--- src/rtl/zwwsd_cfg.svh ---
// Purpose: constants for the zone write wait-state decoder
// Assumes: AXI4-Lite byte addresses, 32-bit data, 125 MHz aclk
// Notes: timing clock is aclk divided by ZW_TIM_DIV as an enable pulse
//
// Contract
// RULE1: read trail code 11 gives three cycles, six doubled; default.
// RULE2: write lead code at bits 6:5 gives zero to three cycles.
// RULE3: doubling makes write lead two, four or six; code 00 stays zero.
// RULE4: write active wait code at bits 4:2; 000 adds none, 001 one.
// RULE5: write active phase lasts one base cycle plus its wait states.
// RULE6: doubling doubles write active wait states; 001 then adds two.
// RULE7: read trail code at bits 8:7, timing clock cycles, doubled option.
// RULE8: write access runs lead, then active, then trail phase in order.
`ifndef ZWWSD_CFG_SVH
`define ZWWSD_CFG_SVH

// register byte addresses
`define ZW_ADDR_TIMING 8'h00
`define ZW_ADDR_CONFIG 8'h04
`define ZW_ADDR_CONTROL 8'h08
`define ZW_ADDR_STATUS 8'h0C
`define ZW_ADDR_DECODE 8'h10

// timing register field positions
`define ZW_RDTR_HI 8
`define ZW_RDTR_LO 7
`define ZW_WRLD_HI 6
`define ZW_WRLD_LO 5
`define ZW_WRAC_HI 4
`define ZW_WRAC_LO 2
`define ZW_WRTR_HI 1
`define ZW_WRTR_LO 0

// reset values: every code at its largest, doubling on
`define ZW_TIMING_RST 9'h1FF
`define ZW_DOUBLE_RST 1'h1

// config and control bits
`define ZW_CFG_DOUBLE_BIT 0
`define ZW_CTL_START_BIT 0

// timing clock divider: aclk cycles per timing clock cycle
`define ZW_TIM_DIV 8'h02

// bus responses
`define ZW_RESP_OKAY 2'h0
`define ZW_RESP_SLVERR 2'h2

`endif

--- src/rtl/zwwsd_pkg.sv ---
// Purpose: types for the zone write wait-state decoder
// Assumes: AXI4-Lite with 8-bit addresses
// Notes: decode helper shared by all wait fields
package zwwsd_pkg;

  typedef enum logic [1:0] {
    ZW_IDLE,
    ZW_LEAD,
    ZW_ACTIVE,
    ZW_TRAIL
  } zwwsd_phase_t;

  typedef struct packed {
    logic awvalid;
    logic [7:0] awaddr;
    logic wvalid;
    logic [31:0] wdata;
    logic [3:0] wstrb;
    logic bready;
    logic arvalid;
    logic [7:0] araddr;
    logic rready;
  } zwwsd_axi_req_t;

  typedef struct packed {
    logic awready;
    logic wready;
    logic bvalid;
    logic [1:0] bresp;
    logic arready;
    logic rvalid;
    logic [31:0] rdata;
    logic [1:0] rresp;
  } zwwsd_axi_rsp_t;

  typedef struct packed {
    logic lead;
    logic active;
    logic trail;
    logic busy;
  } zwwsd_phase_out_t;

  // wait-state count of a field code, doubled on request
  function automatic logic [3:0] zwwsd_waits(input logic [2:0] code,
                                              input logic dbl);
    zwwsd_waits = dbl ? {code, 1'h0} : {1'h0, code};
  endfunction : zwwsd_waits

endpackage : zwwsd_pkg

--- src/rtl/zwwsd_top.sv ---
// Purpose: decode zone wait fields and sequence one write access
// Assumes: inputs synchronous to aclk, AXI4-Lite master well behaved
// Notes: phase lengths are counted in timing clock enable pulses
//
// The register offsets and the AXI4-Lite register port were decided locally.
`timescale 1ns/1ps
`include "zwwsd_cfg.svh"

module zwwsd_top
  import zwwsd_pkg::*;
(
  input wire logic aclk,
  input wire logic aresetn,
  input wire zwwsd_axi_req_t axi_req,
  output zwwsd_axi_rsp_t axi_rsp,
  output zwwsd_phase_out_t phase_out
);

  // all state in one record: one comb copy, one register
  typedef struct packed {
    zwwsd_axi_rsp_t rsp;
    logic aw_have;
    logic [7:0] aw_addr;
    logic w_have;
    logic [31:0] w_data;
    logic [3:0] w_strb;
    logic [8:0] timing;
    logic dbl;
    logic start_pend;
    logic [7:0] div_cnt;
    zwwsd_phase_t phase;
    logic [3:0] cnt;
    zwwsd_phase_out_t po;
  } zwwsd_state_t;

  // registered state and its next value
  zwwsd_state_t s;
  zwwsd_state_t next_s;
  // timing clock enable and phase lengths counted in its cycles
  logic tick;
  logic [3:0] lead_cyc;
  logic [3:0] active_cyc;
  logic [3:0] trail_cyc;
  logic [3:0] rd_trail_cyc;

  // decoded phase lengths from the live timing fields; a timing write
  // during an access only affects phases that have not started yet
  assign lead_cyc = zwwsd_waits({1'h0, s.timing[`ZW_WRLD_HI:`ZW_WRLD_LO]},
                                s.dbl); // RULE2 RULE3
  assign active_cyc = 4'h1 + zwwsd_waits(
    s.timing[`ZW_WRAC_HI:`ZW_WRAC_LO], s.dbl); // RULE4 RULE5 RULE6
  // write trail decodes like lead; read trail is shown, not sequenced
  assign trail_cyc = zwwsd_waits({1'h0, s.timing[`ZW_WRTR_HI:`ZW_WRTR_LO]},
                                 s.dbl);
  assign rd_trail_cyc = zwwsd_waits(
    {1'h0, s.timing[`ZW_RDTR_HI:`ZW_RDTR_LO]}, s.dbl); // RULE1 RULE7

  // timing clock enable, one aclk pulse per divider period; it runs
  // free from reset, so a start may wait up to one period for its tick
  assign tick = (s.div_cnt == (`ZW_TIM_DIV - 8'h01));

  // next state of bus slave, registers and sequencer
  always_comb begin
    next_s = s;
    next_s.div_cnt = tick ? 8'h00 : s.div_cnt + 8'h01;
    // write response handshake
    if (s.rsp.bvalid && axi_req.bready) begin
      next_s.rsp.bvalid = 1'h0;
    end
    // address and data captured independently
    if (s.rsp.awready && axi_req.awvalid) begin
      next_s.aw_have = 1'h1;
      next_s.aw_addr = axi_req.awaddr;
    end
    if (s.rsp.wready && axi_req.wvalid) begin
      next_s.w_have = 1'h1;
      next_s.w_data = axi_req.wdata;
      next_s.w_strb = axi_req.wstrb;
    end
    // commit once both halves are held and the response slot is free;
    // a response still waiting for bready holds the next write back
    if (s.aw_have && s.w_have && !s.rsp.bvalid) begin
      next_s.aw_have = 1'h0;
      next_s.w_have = 1'h0;
      next_s.rsp.bvalid = 1'h1;
      next_s.rsp.bresp = `ZW_RESP_OKAY;
      unique case (s.aw_addr)
        `ZW_ADDR_TIMING: begin
          // only bits 8:0 exist; strobes above byte 1 change nothing
          if (s.w_strb[0]) begin
            next_s.timing[7:0] = s.w_data[7:0];
          end
          if (s.w_strb[1]) begin
            next_s.timing[8] = s.w_data[8];
          end
        end
        `ZW_ADDR_CONFIG: begin
          // one doubling bit serves every wait field at once
          if (s.w_strb[0]) begin
            next_s.dbl = s.w_data[`ZW_CFG_DOUBLE_BIT];
          end
        end
        `ZW_ADDR_CONTROL: begin
          // start ignored while an access is pending or running
          if (s.w_strb[0] && s.w_data[`ZW_CTL_START_BIT] &&
              !s.po.busy) begin
            next_s.start_pend = 1'h1;
          end
        end
        `ZW_ADDR_STATUS, `ZW_ADDR_DECODE: begin
          next_s.rsp.bresp = `ZW_RESP_OKAY; // read-only, write dropped
        end
        default: begin
          // unmapped address: nothing changes, error response
          next_s.rsp.bresp = `ZW_RESP_SLVERR;
        end
      endcase
    end
    // a held half keeps its ready low until the commit frees it
    next_s.rsp.awready = !next_s.aw_have;
    next_s.rsp.wready = !next_s.w_have;

    // read channel: arready stays low until the data is taken
    if (s.rsp.rvalid && axi_req.rready) begin
      next_s.rsp.rvalid = 1'h0;
      next_s.rsp.arready = 1'h1;
    end
    // read data built from the state before this edge
    if (s.rsp.arready && axi_req.arvalid) begin
      next_s.rsp.arready = 1'h0;
      next_s.rsp.rvalid = 1'h1;
      next_s.rsp.rresp = `ZW_RESP_OKAY;
      next_s.rsp.rdata = 32'h0000_0000;
      unique case (axi_req.araddr)
        `ZW_ADDR_TIMING: next_s.rsp.rdata[8:0] = s.timing;
        `ZW_ADDR_CONFIG: next_s.rsp.rdata[`ZW_CFG_DOUBLE_BIT] = s.dbl;
        `ZW_ADDR_CONTROL: next_s.rsp.rdata = 32'h0000_0000;
        `ZW_ADDR_STATUS: begin
          next_s.rsp.rdata[0] = s.po.busy;
          next_s.rsp.rdata[2:1] = s.phase;
          next_s.rsp.rdata[11:8] = s.cnt;
        end
        `ZW_ADDR_DECODE: begin
          next_s.rsp.rdata[3:0] = lead_cyc;
          next_s.rsp.rdata[11:8] = active_cyc;
          next_s.rsp.rdata[19:16] = trail_cyc;
          next_s.rsp.rdata[27:24] = rd_trail_cyc;
        end
        default: begin
          // unmapped read answers zero with an error
          next_s.rsp.rresp = `ZW_RESP_SLVERR;
        end
      endcase
    end

    // write access sequencer, one step per timing clock cycle
    if (tick) begin
      unique case (s.phase)
        // a pending start opens lead, or active when lead is zero
        ZW_IDLE: begin
          if (s.start_pend) begin
            next_s.start_pend = 1'h0;
            if (lead_cyc != 4'h0) begin
              next_s.phase = ZW_LEAD; // RULE8
              next_s.cnt = lead_cyc;
            end else begin
              next_s.phase = ZW_ACTIVE; // RULE8
              next_s.cnt = active_cyc;
            end
          end
        end
        // count lead down, then load the active length
        ZW_LEAD: begin
          if (s.cnt <= 4'h1) begin
            next_s.phase = ZW_ACTIVE; // RULE8
            next_s.cnt = active_cyc;
          end else begin
            next_s.cnt = s.cnt - 4'h1;
          end
        end
        // active lasts at least its base cycle; trail zero ends here
        ZW_ACTIVE: begin
          if (s.cnt <= 4'h1) begin
            next_s.phase = (trail_cyc != 4'h0) ? ZW_TRAIL : ZW_IDLE; // RULE8
            next_s.cnt = trail_cyc;
          end else begin
            next_s.cnt = s.cnt - 4'h1;
          end
        end
        // trail closes the access
        ZW_TRAIL: begin
          if (s.cnt <= 4'h1) begin
            next_s.phase = ZW_IDLE;
            next_s.cnt = 4'h0;
          end else begin
            next_s.cnt = s.cnt - 4'h1;
          end
        end
      endcase
    end
    // phase outputs follow the registered phase
    next_s.po.lead = (next_s.phase == ZW_LEAD);
    next_s.po.active = (next_s.phase == ZW_ACTIVE);
    next_s.po.trail = (next_s.phase == ZW_TRAIL);
    next_s.po.busy = (next_s.phase != ZW_IDLE) || next_s.start_pend;
  end

  // state register with synchronous reset
  always_ff @(posedge aclk) begin
    if (!aresetn) begin
      // ready high, every code at its largest, doubling on
      s <= '0;
      s.rsp.awready <= 1'h1;
      s.rsp.wready <= 1'h1;
      s.rsp.arready <= 1'h1;
      s.timing <= `ZW_TIMING_RST; // RULE1
      s.dbl <= `ZW_DOUBLE_RST;
      s.phase <= ZW_IDLE;
    end else begin
      s <= next_s;
    end
  end

  // outputs straight from the state flops
  assign axi_rsp = s.rsp;
  assign phase_out = s.po;

endmodule : zwwsd_top

--- config.mk ---
export PLATFORM = sky130hd
export DESIGN_NAME = zwwsd_top
export DESIGN_NICKNAME = d
export VERILOG_FILES = /design/src/rtl/zwwsd_pkg.sv /design/src/rtl/zwwsd_top.sv
export VERILOG_INCLUDE_DIRS = /design/src /design/src/rtl
export SDC_FILE = /design/constraint.sdc
export NUM_CORES = 1
export LEC_CHECK = 0
export BUFFER_PORTS_ARGS = -buffer_cell sky130_fd_sc_hd__buf_2
export CAP_MARGIN = 30
export CORE_ASPECT_RATIO = 1.2
export CORE_MARGIN = 1
export CORE_UTILIZATION = 52
export DETAILED_ROUTE_END_ITERATION = 16
export PLACE_DENSITY = 0.87
export RECOVER_POWER = 100
export SLEW_MARGIN = 0
export SYNTH_ARGS = -nofsm -noshare
export SYNTH_HDL_FRONTEND = slang
export SYNTH_SLANG_ARGS = --single-unit
--- constraint.sdc ---
create_clock -name aclk -period 2.3 [get_ports aclk]
set_input_delay 0.115 -clock aclk [delete_from_list [all_inputs] [get_ports aclk]]
set_output_delay 0.115 -clock aclk [all_outputs]
set_load 0.01 [all_outputs]
==> results.toml, run 1 <==
[global_routing]
track_usage_pct = 22.5
grt_first_pass_wirelength_um = 12900
grt_pass1_vias = 2812
grt.overflow.total = 0
number_of_antenna_violations_at_the_first_check_in_global_routing = 0
grt_start_max_net_pins = 27

[placed_design]
post_dp_cell_area_um2 = 3770
io_port_bufs = 62
dpl_worst_slack_ps = 314
place_congestion = 0.885
post-dp-hpwl_um = 5550

[routing]
drt.antenna.violating_nets = 0
routed-via-count = 3144
initialDrtViolationCount = 166
routed_via_density = 5.38
finalWirelength_um = 7970
avgRoutedWirePerCell_um = 13.6
drc_errors = 0
detailedRoute.firstPassIterationCount = 4

[synth]
yosysSeqAreaShare_pct = 40.7
postSynthCellCount = 452
ys_dominant_reg_cell = "sky130_fd_sc_hd__dfxtp_1"
async_flop_share_pct = 0
synth.ff_latch_count = 75
synthMostInstantiatedCell = "sky130_fd_sc_hd__dfxtp_1"
synth_edf_count = 0
synth_cell_types = 53
synthesis.yosys.warnings = 0
syn-cell-area_um2 = 3690
netlist_top_cells_area = "sky130_fd_sc_hd__dfxtp_1 (41%), sky130_fd_sc_hd__buf_4 (9.6%), sky130_fd_sc_hd__a21oi_1 (5.6%)"
synth_common_cells = "sky130_fd_sc_hd__dfxtp_1 (75), sky130_fd_sc_hd__nand2_1 (54), sky130_fd_sc_hd__buf_4 (47)"
postSynthAreaPerCell_um2 = 8.17
synth_top_cell_by_area = "sky130_fd_sc_hd__dfxtp_1"
netlist.area_leader.share_pct = 40.7

[layout]
nNetsFinal = 556
drive_gt1_share_pct = 12.1
antenna-diode-count = 0
area.growth.synth_to_final_pct = 9.76
final_core_utilization_pct = 59.1
final_design_area_no_fill_um2 = 4050
nFillCells = 638

[clocking]
cts-root-to-sink-buffers = 2
clkLatencyLatePin_ps = 360
numCtsBuffers = 9
post_cts.resized_instances = 0
clkTransAtPathRegs_ps = 80
clock_tree.root_cell = "sky130_fd_sc_hd__clkbuf_8"
cts_tree = "done"
cts.sinks = 75
htreeDepth = 3

[job]
timing.max_cap.violations = 0

[sta]
layout_worst_path_cycle_share_pct = 87.0
final.setup_skew_ps = 9.04
drv_slew = 0
slew_margin_rel_pct = 41.2
min_period_ps = 2000
grt_setup_unrepaired = "no"
final_hold_viol_count = 0
setup-tns-final_ps = 0
max_slew.worst_pin.slew_ps = 883
setup_viol = 0
fmax_ghz = 0.500
setup_slack_ps = 299

[die]
fp-row-count = 33
start_util_pct = 53.9
die_width_um = 78.9
top_level_ports = 104
dieArea_um2 = 7450
core_area_um2 = 6850
die_height_um = 94.3

[critical_path]
timing.reg2reg.setup_slack_ps = 300
worst_ep_arrival_time_ps = 2290
critPathRequiredTime_ps = 2590
cp-end-kind = "flop"
reg_to_reg_critical_path_startpoint = "s[19]$_SDFFE_PN1P_"
startpoint_class_of_the_critical_path = "flop"
r2r-end = "s[5]$_SDFFE_PN0P_"
path_max_fanout = 7
crit_type = "flop to flop"
r2r_cells = 6

[power_and_ir_drop]
netSwitchingPower_mw = 0.777
power_leakage_nw = 1.64
vdd_drop_max_mv = 0.584
power.switching_fraction_pct = 27.7
comb_power_share_pct = 13.8
p_per_area_nw_per_um2 = 691
sequentialPowerShare_pct = 50.9
p_int_mw = 2.02
clock_power_share_pct = 35.3

[min_path]
worst_hold_path.endpoint = "s[29]$_SDFFE_PN0P_"
hp-start = "axi_req[11]"
timing.hold.worst.class = "input pin to flop"
hold_path_depth = 3

[outcome]
outcome = "complete, no violations"
## per-stage QoR
stage,power (mW),hold slack (ps),cells
finish,2.80,4.11,584
detailed placement,1.83,363,552
global placement,1.81,357,552
floorplan,1.75,251,467
CTS,2.83,1.30,583
global route,2.94,5.37,584
## metal layers
metal  vias up  global-route usage (%)  part of all wire, %
met5         -                       0                    0
met3        17                    5.05                  4.8
met4         0                    10.5                  2.4
met2        79                    38.7                   49
met1      1456                    26.6                   43
li1       1592                       -                    -
## area by class of cell
cell class / instances / area [um2] / area share [%]
Sequential cell: 75 / 1500 / 37.0
Timing Repair Buffer: 83 / 464 / 11.5
Clock inverter: 6 / 65.1 / 1.60
Multi-Input combinational cell: 312 / 1750 / 43.1
Clock buffer: 10 / 128 / 3.15
Tap cell: 87 / 109 / 2.69
Inverter: 11 / 41.3 / 1.02
## cell families (layout without fill, tap and decap cells)
group,after synthesis,in the layout,synth area share (%)
AND/OR/NAND/NOR,166,166,22.5
AO/OA/AOI/OAI,108,108,17.7
buffers and inverters,80,110,13.0
flip-flops,75,75,40.7
XOR/XNOR,9,9,2.13
multiplexers,8,8,2.24
adder cells (fa/ha/maj),5,5,1.69
other,1,16,0.102
## worst max-delay path by stage
stage | to | startpoint | slack (ps)
2_1_floorplan | s[5]$_SDFFE_PN0P_ | s[19]$_SDFFE_PN1P_ | 250
3_3_place_gp | phase_out[2]$_SDFF_PN0_ | s[4]$_SDFFE_PN0P_ | 360
3_5_place_dp | phase_out[2]$_SDFF_PN0_ | s[4]$_SDFFE_PN0P_ | 310
4_1_cts | phase_out[2]$_SDFF_PN0_ | s[4]$_SDFFE_PN0P_ | 290
5_1_grt | phase_out[2]$_SDFF_PN0_ | s[4]$_SDFFE_PN0P_ | 50
6_report | s[5]$_SDFFE_PN0P_ | s[19]$_SDFFE_PN1P_ | 300
## power groups by stage
stage | Sequential [mW] | Combinational, mW | Clock (mW)
5_1_grt | 1.44 | 0.430 | 1.08
4_1_cts | 1.42 | 0.394 | 1.01
3_3_place_gp | 1.45 | 0.360 | 0
3_5_place_dp | 1.46 | 0.373 | 0
6_report | 1.43 | 0.386 | 0.990
2_1_floorplan | 1.43 | 0.327 | 0
## flip-flops by register name (all words and copies together) (netlist names)
| signal | cells |
|---|---|
| s | 46 |
| phase_out | 4 |
| axi_rsp | 25 |
## what timing repair did
item / CTS / global route
hold endpoints to repair: 15 / 1
buffers inserted: 0 / 0
hold buffers: 15 / 1
## cell usage in the layout (no fill, tap or decap), types with 7 or more instances in the layout
master and count:
sky130_fd_sc_hd__nand3_1 17, sky130_fd_sc_hd__a21oi_1 41, sky130_fd_sc_hd__dfxtp_1 75, sky130_fd_sc_hd__buf_2 33
sky130_fd_sc_hd__and3_1 7, sky130_fd_sc_hd__nor3_1 9, sky130_fd_sc_hd__nor2_1 43, sky130_fd_sc_hd__nand2_1 54
sky130_fd_sc_hd__clkbuf_8 9, sky130_fd_sc_hd__a22oi_1 10, sky130_fd_sc_hd__dlygate4sd3_1 16, sky130_fd_sc_hd__inv_1 11
sky130_fd_sc_hd__o21ai_0 28, sky130_fd_sc_hd__conb_1 16, sky130_fd_sc_hd__clkbuf_1 32
## worst max-delay path, stage by stage (launching register included)
cell and delay, ps:
sky130_fd_sc_hd__dfxtp_1 460, sky130_fd_sc_hd__mux2_2 370, sky130_fd_sc_hd__ha_1 360, sky130_fd_sc_hd__a21oi_1 100, sky130_fd_sc_hd__a211oi_1 400, sky130_fd_sc_hd__a21oi_1 90
sky130_fd_sc_hd__a31oi_1 160
(Power assumes the default switching activity.)
==> run 2, diff against run 1 <==
--- a/config.mk
+++ b/config.mk
@@ -6,13 +6,13 @@
 export SDC_FILE = /design/constraint.sdc
 export NUM_CORES = 1
 export LEC_CHECK = 0
-export BUFFER_PORTS_ARGS = -buffer_cell sky130_fd_sc_hd__buf_2
+export BUFFER_PORTS_ARGS = -buffer_cell sky130_fd_sc_hd__buf_4
 export CAP_MARGIN = 30
 export CORE_ASPECT_RATIO = 1.2
 export CORE_MARGIN = 1
-export CORE_UTILIZATION = 52
+export CORE_UTILIZATION = 40
 export DETAILED_ROUTE_END_ITERATION = 16
-export PLACE_DENSITY = 0.87
+export PLACE_DENSITY = 0.71
 export RECOVER_POWER = 100
 export SLEW_MARGIN = 0
 export SYNTH_ARGS = -nofsm -noshare
==> constraint.sdc (replaced) <==
create_clock -name aclk -period 1.85 [get_ports aclk]
set_input_delay 0.0925 -clock aclk [delete_from_list [all_inputs] [get_ports aclk]]
set_output_delay 0.0925 -clock aclk [all_outputs]
set_load 0.01 [all_outputs]
==> run 2 against run 1 <==
  * Worst hold slack better by 9.8 ps
  * Critical path type unchanged
  * Cell count rose by 7.7%
  * Core utilization fell by 10 points
  * Non-clock buffer count grew 12
  * Critical path depth down 1
  * Fmax increased by 13%
  * Sequential power grew 23%
  * Clock skew fell by 1.6 ps
  * Register-to-register slack lost 210 ps
  * Combinational power is 52% higher
==> results.toml, run 2 (synthesized netlist as in run 1, its figures left out) <==
[die]
die_width_um = 89.7
core_area_um2 = 8990
die_height_um = 107
fp-row-count = 38
top_level_ports = 104
start_util_pct = 41.1
dieArea_um2 = 9620

[critical_path]
critPathRequiredTime_ps = 2090
cp-end-kind = "flop"
r2r-end = "s[19]$_SDFFE_PN1P_"
cp-startpoint = "s[72]$_SDFFE_PN0P_"
startpoint_class_of_the_critical_path = "flop"
worst_ep_arrival_time_ps = 2000
r2r_cells = 5
reg_to_reg_critical_path_startpoint = "s[72]$_SDFFE_PN0P_"
timing.reg2reg.setup_slack_ps = 90
crit_type = "flop to flop"
worstSetupEndpoint = "s[19]$_SDFFE_PN1P_"
cpMaxStageDelayCell = "sky130_fd_sc_hd__or4_1"
path_max_fanout = 3
crit_cells = 5
cp.buffers_inverters = 0
timing.critical_path.slowest_cell_delay_ps = 570
path_delay_family = "simple AND/OR/NAND/NOR gates"
path_cells = "or4_1, nor2_1, and3_1, a21oi_1, a311o_1"

[global_routing]
grt_pass1_vias = 2988
gr-usage-met1_pct = 21.4
grt_first_pass_wirelength_um = 14000
grtUsageMet2_pct = 31.9
grt.overflow.total = 0
met3_usage_pct = 4.52
gr-max-usage-layer = "met2"
number_of_antenna_violations_at_the_first_check_in_global_routing = 0
grt_start_max_net_pins = 28
track_usage_pct = 18.1

[placed_design]
io_port_bufs = 62
place_congestion = 0.820
post_dp_cell_area_um2 = 4030
post-dp-hpwl_um = 5960

[layout]
area.growth.synth_to_final_pct = 18.4
largest_register = "s"
drive_gt1_share_pct = 16.7
flip_flop_count_of_the_largest_register_all_copies_and_words_added = 46
nNetsFinal = 568
most-common-layout-cells = "sky130_fd_sc_hd__dfxtp_1 (75), sky130_fd_sc_hd__nand2_1 (53), sky130_fd_sc_hd__buf_4 (45), sky130_fd_sc_hd__a21oi_1 (41), sky130_fd_sc_hd__nor2_1 (41)"
nFillCells = 890
antenna-diode-count = 0
most_common_cell_after_layout_fill_and_taps_aside = "sky130_fd_sc_hd__dfxtp_1"
final_design_area_no_fill_um2 = 4370

[power_and_ir_drop]
power_leakage_nw = 1.75
p_total_mw = 3.61
vdd_drop_max_mv = 0.497
p_per_area_nw_per_um2 = 825

[sta]
drv_slew = 0
max_slew.worst_pin.slew_ps = 842
grt_setup_unrepaired = "yes"
final_hold_viol_count = 0
min_period_ps = 1760
setup_viol = 0
fmax_ghz = 0.567
final.setup_skew_ps = 7.43
slew_margin_rel_pct = 43.9
layout_worst_path_cycle_share_pct = 95.3

[clocking]
cts-root-to-sink-buffers = 2
numCtsBuffers = 9
cts_tree = "done"
clock_tree.root_cell = "sky130_fd_sc_hd__clkbuf_8"
clkLatencyLatePin_ps = 340
post-cts-setup-buffer-count = 0
clkTransAtPathRegs_ps = 80
htreeDepth = 3
cts.sinks = 75

[job]
timing.max_cap.violations = 0

[routing]
avgRoutedWirePerCell_um = 13.4
drt.antenna.violating_nets = 0
routed-via-count = 3204
initialDrtViolationCount = 186
finalWirelength_um = 8460
routed_via_density = 5.09
detailedRoute.firstPassIterationCount = 4
drc_errors = 0

[outcome]
outcome = "complete, no violations"

[min_path]
hold_path_depth = 3
timing.hold.worst.class = "input pin to flop"
hp-start = "axi_req[16]"
[run 2: changes by cell type in the layout (fill, tap and decap cells not counted), moves of 3 or more]
cell / change
sky130_fd_sc_hd__buf_4: +42
sky130_fd_sc_hd__buf_2: -33
sky130_fd_sc_hd__dlygate4sd3_1: +3
sky130_fd_sc_hd__nor4_1: -3
[run 2: power by group]
group	internal [mW]	switching, mW	total [mW]
sequential	1.69	0.0675	1.76
combinational	0.260	0.327	0.587
clock	0.665	0.598	1.26
[run 2: per-layer routing]
layer | up-vias | part of all wire, %
met2 | 78 | 50
met4 | 0 | 1.3
met3 | 10 | 4.7
met5 | - | 0
met1 | 1503 | 44
li1 | 1613 | -
[run 2: cell type report]
| cell class | count | area (um2) | area share (%) |
|---|---|---|---|
| clock buffer | 11 | 141 | 3.23 |
| clock inverter | 5 | 60.1 | 1.37 |
| inverter | 11 | 41.3 | 0.944 |
| multi-input combinational | 312 | 1840 | 42.0 |
| sequential | 75 | 1500 | 34.3 |
| tap | 120 | 150 | 3.43 |
| timing repair buffer | 95 | 644 | 14.7 |
[run 2: what timing repair did]
action                                  in CTS  in global routing
hold endpoints to repair                    19                  0
pin swaps                                    0                  3
resized for setup                            4                 13
endpoints found under the setup margin       3                 18
hold buffers                                19                  0
[run 2: worst reg2reg max path, cell delays in order, from the launching register on]
cell                      delay, ps
sky130_fd_sc_hd__dfxtp_1        310
sky130_fd_sc_hd__or4_1          570
sky130_fd_sc_hd__nor2_1         150
sky130_fd_sc_hd__and3_1         220
sky130_fd_sc_hd__a21oi_1         80
sky130_fd_sc_hd__a311o_1        320
[run 2: worst min path at each step]
stage	endpoint	slack (ps)
floorplan	s[72]$_SDFFE_PN0P_	230
global placement	s[67]$_SDFFE_PN0P_	340
detailed placement	s[71]$_SDFFE_PN0P_	350
CTS	s[34]$_SDFFE_PN0P_	4
global route	s[34]$_SDFFE_PN0P_	5
finish	s[34]$_SDFFE_PN0P_	10
[run 2: metrics by stage]
stage,std cells,utilization (%),hold slack (ps),worst slack (ps),setup TNS [ps]
global placement,594,44.9,344,66.9,0
CTS,629,49.5,3.79,3.58,0
detailed placement,594,44.9,347,14.6,0
finish,629,48.7,13.9,86.1,0
global route,629,48.7,5.13,-29.4,-177
floorplan,467,-,228,33.6,0
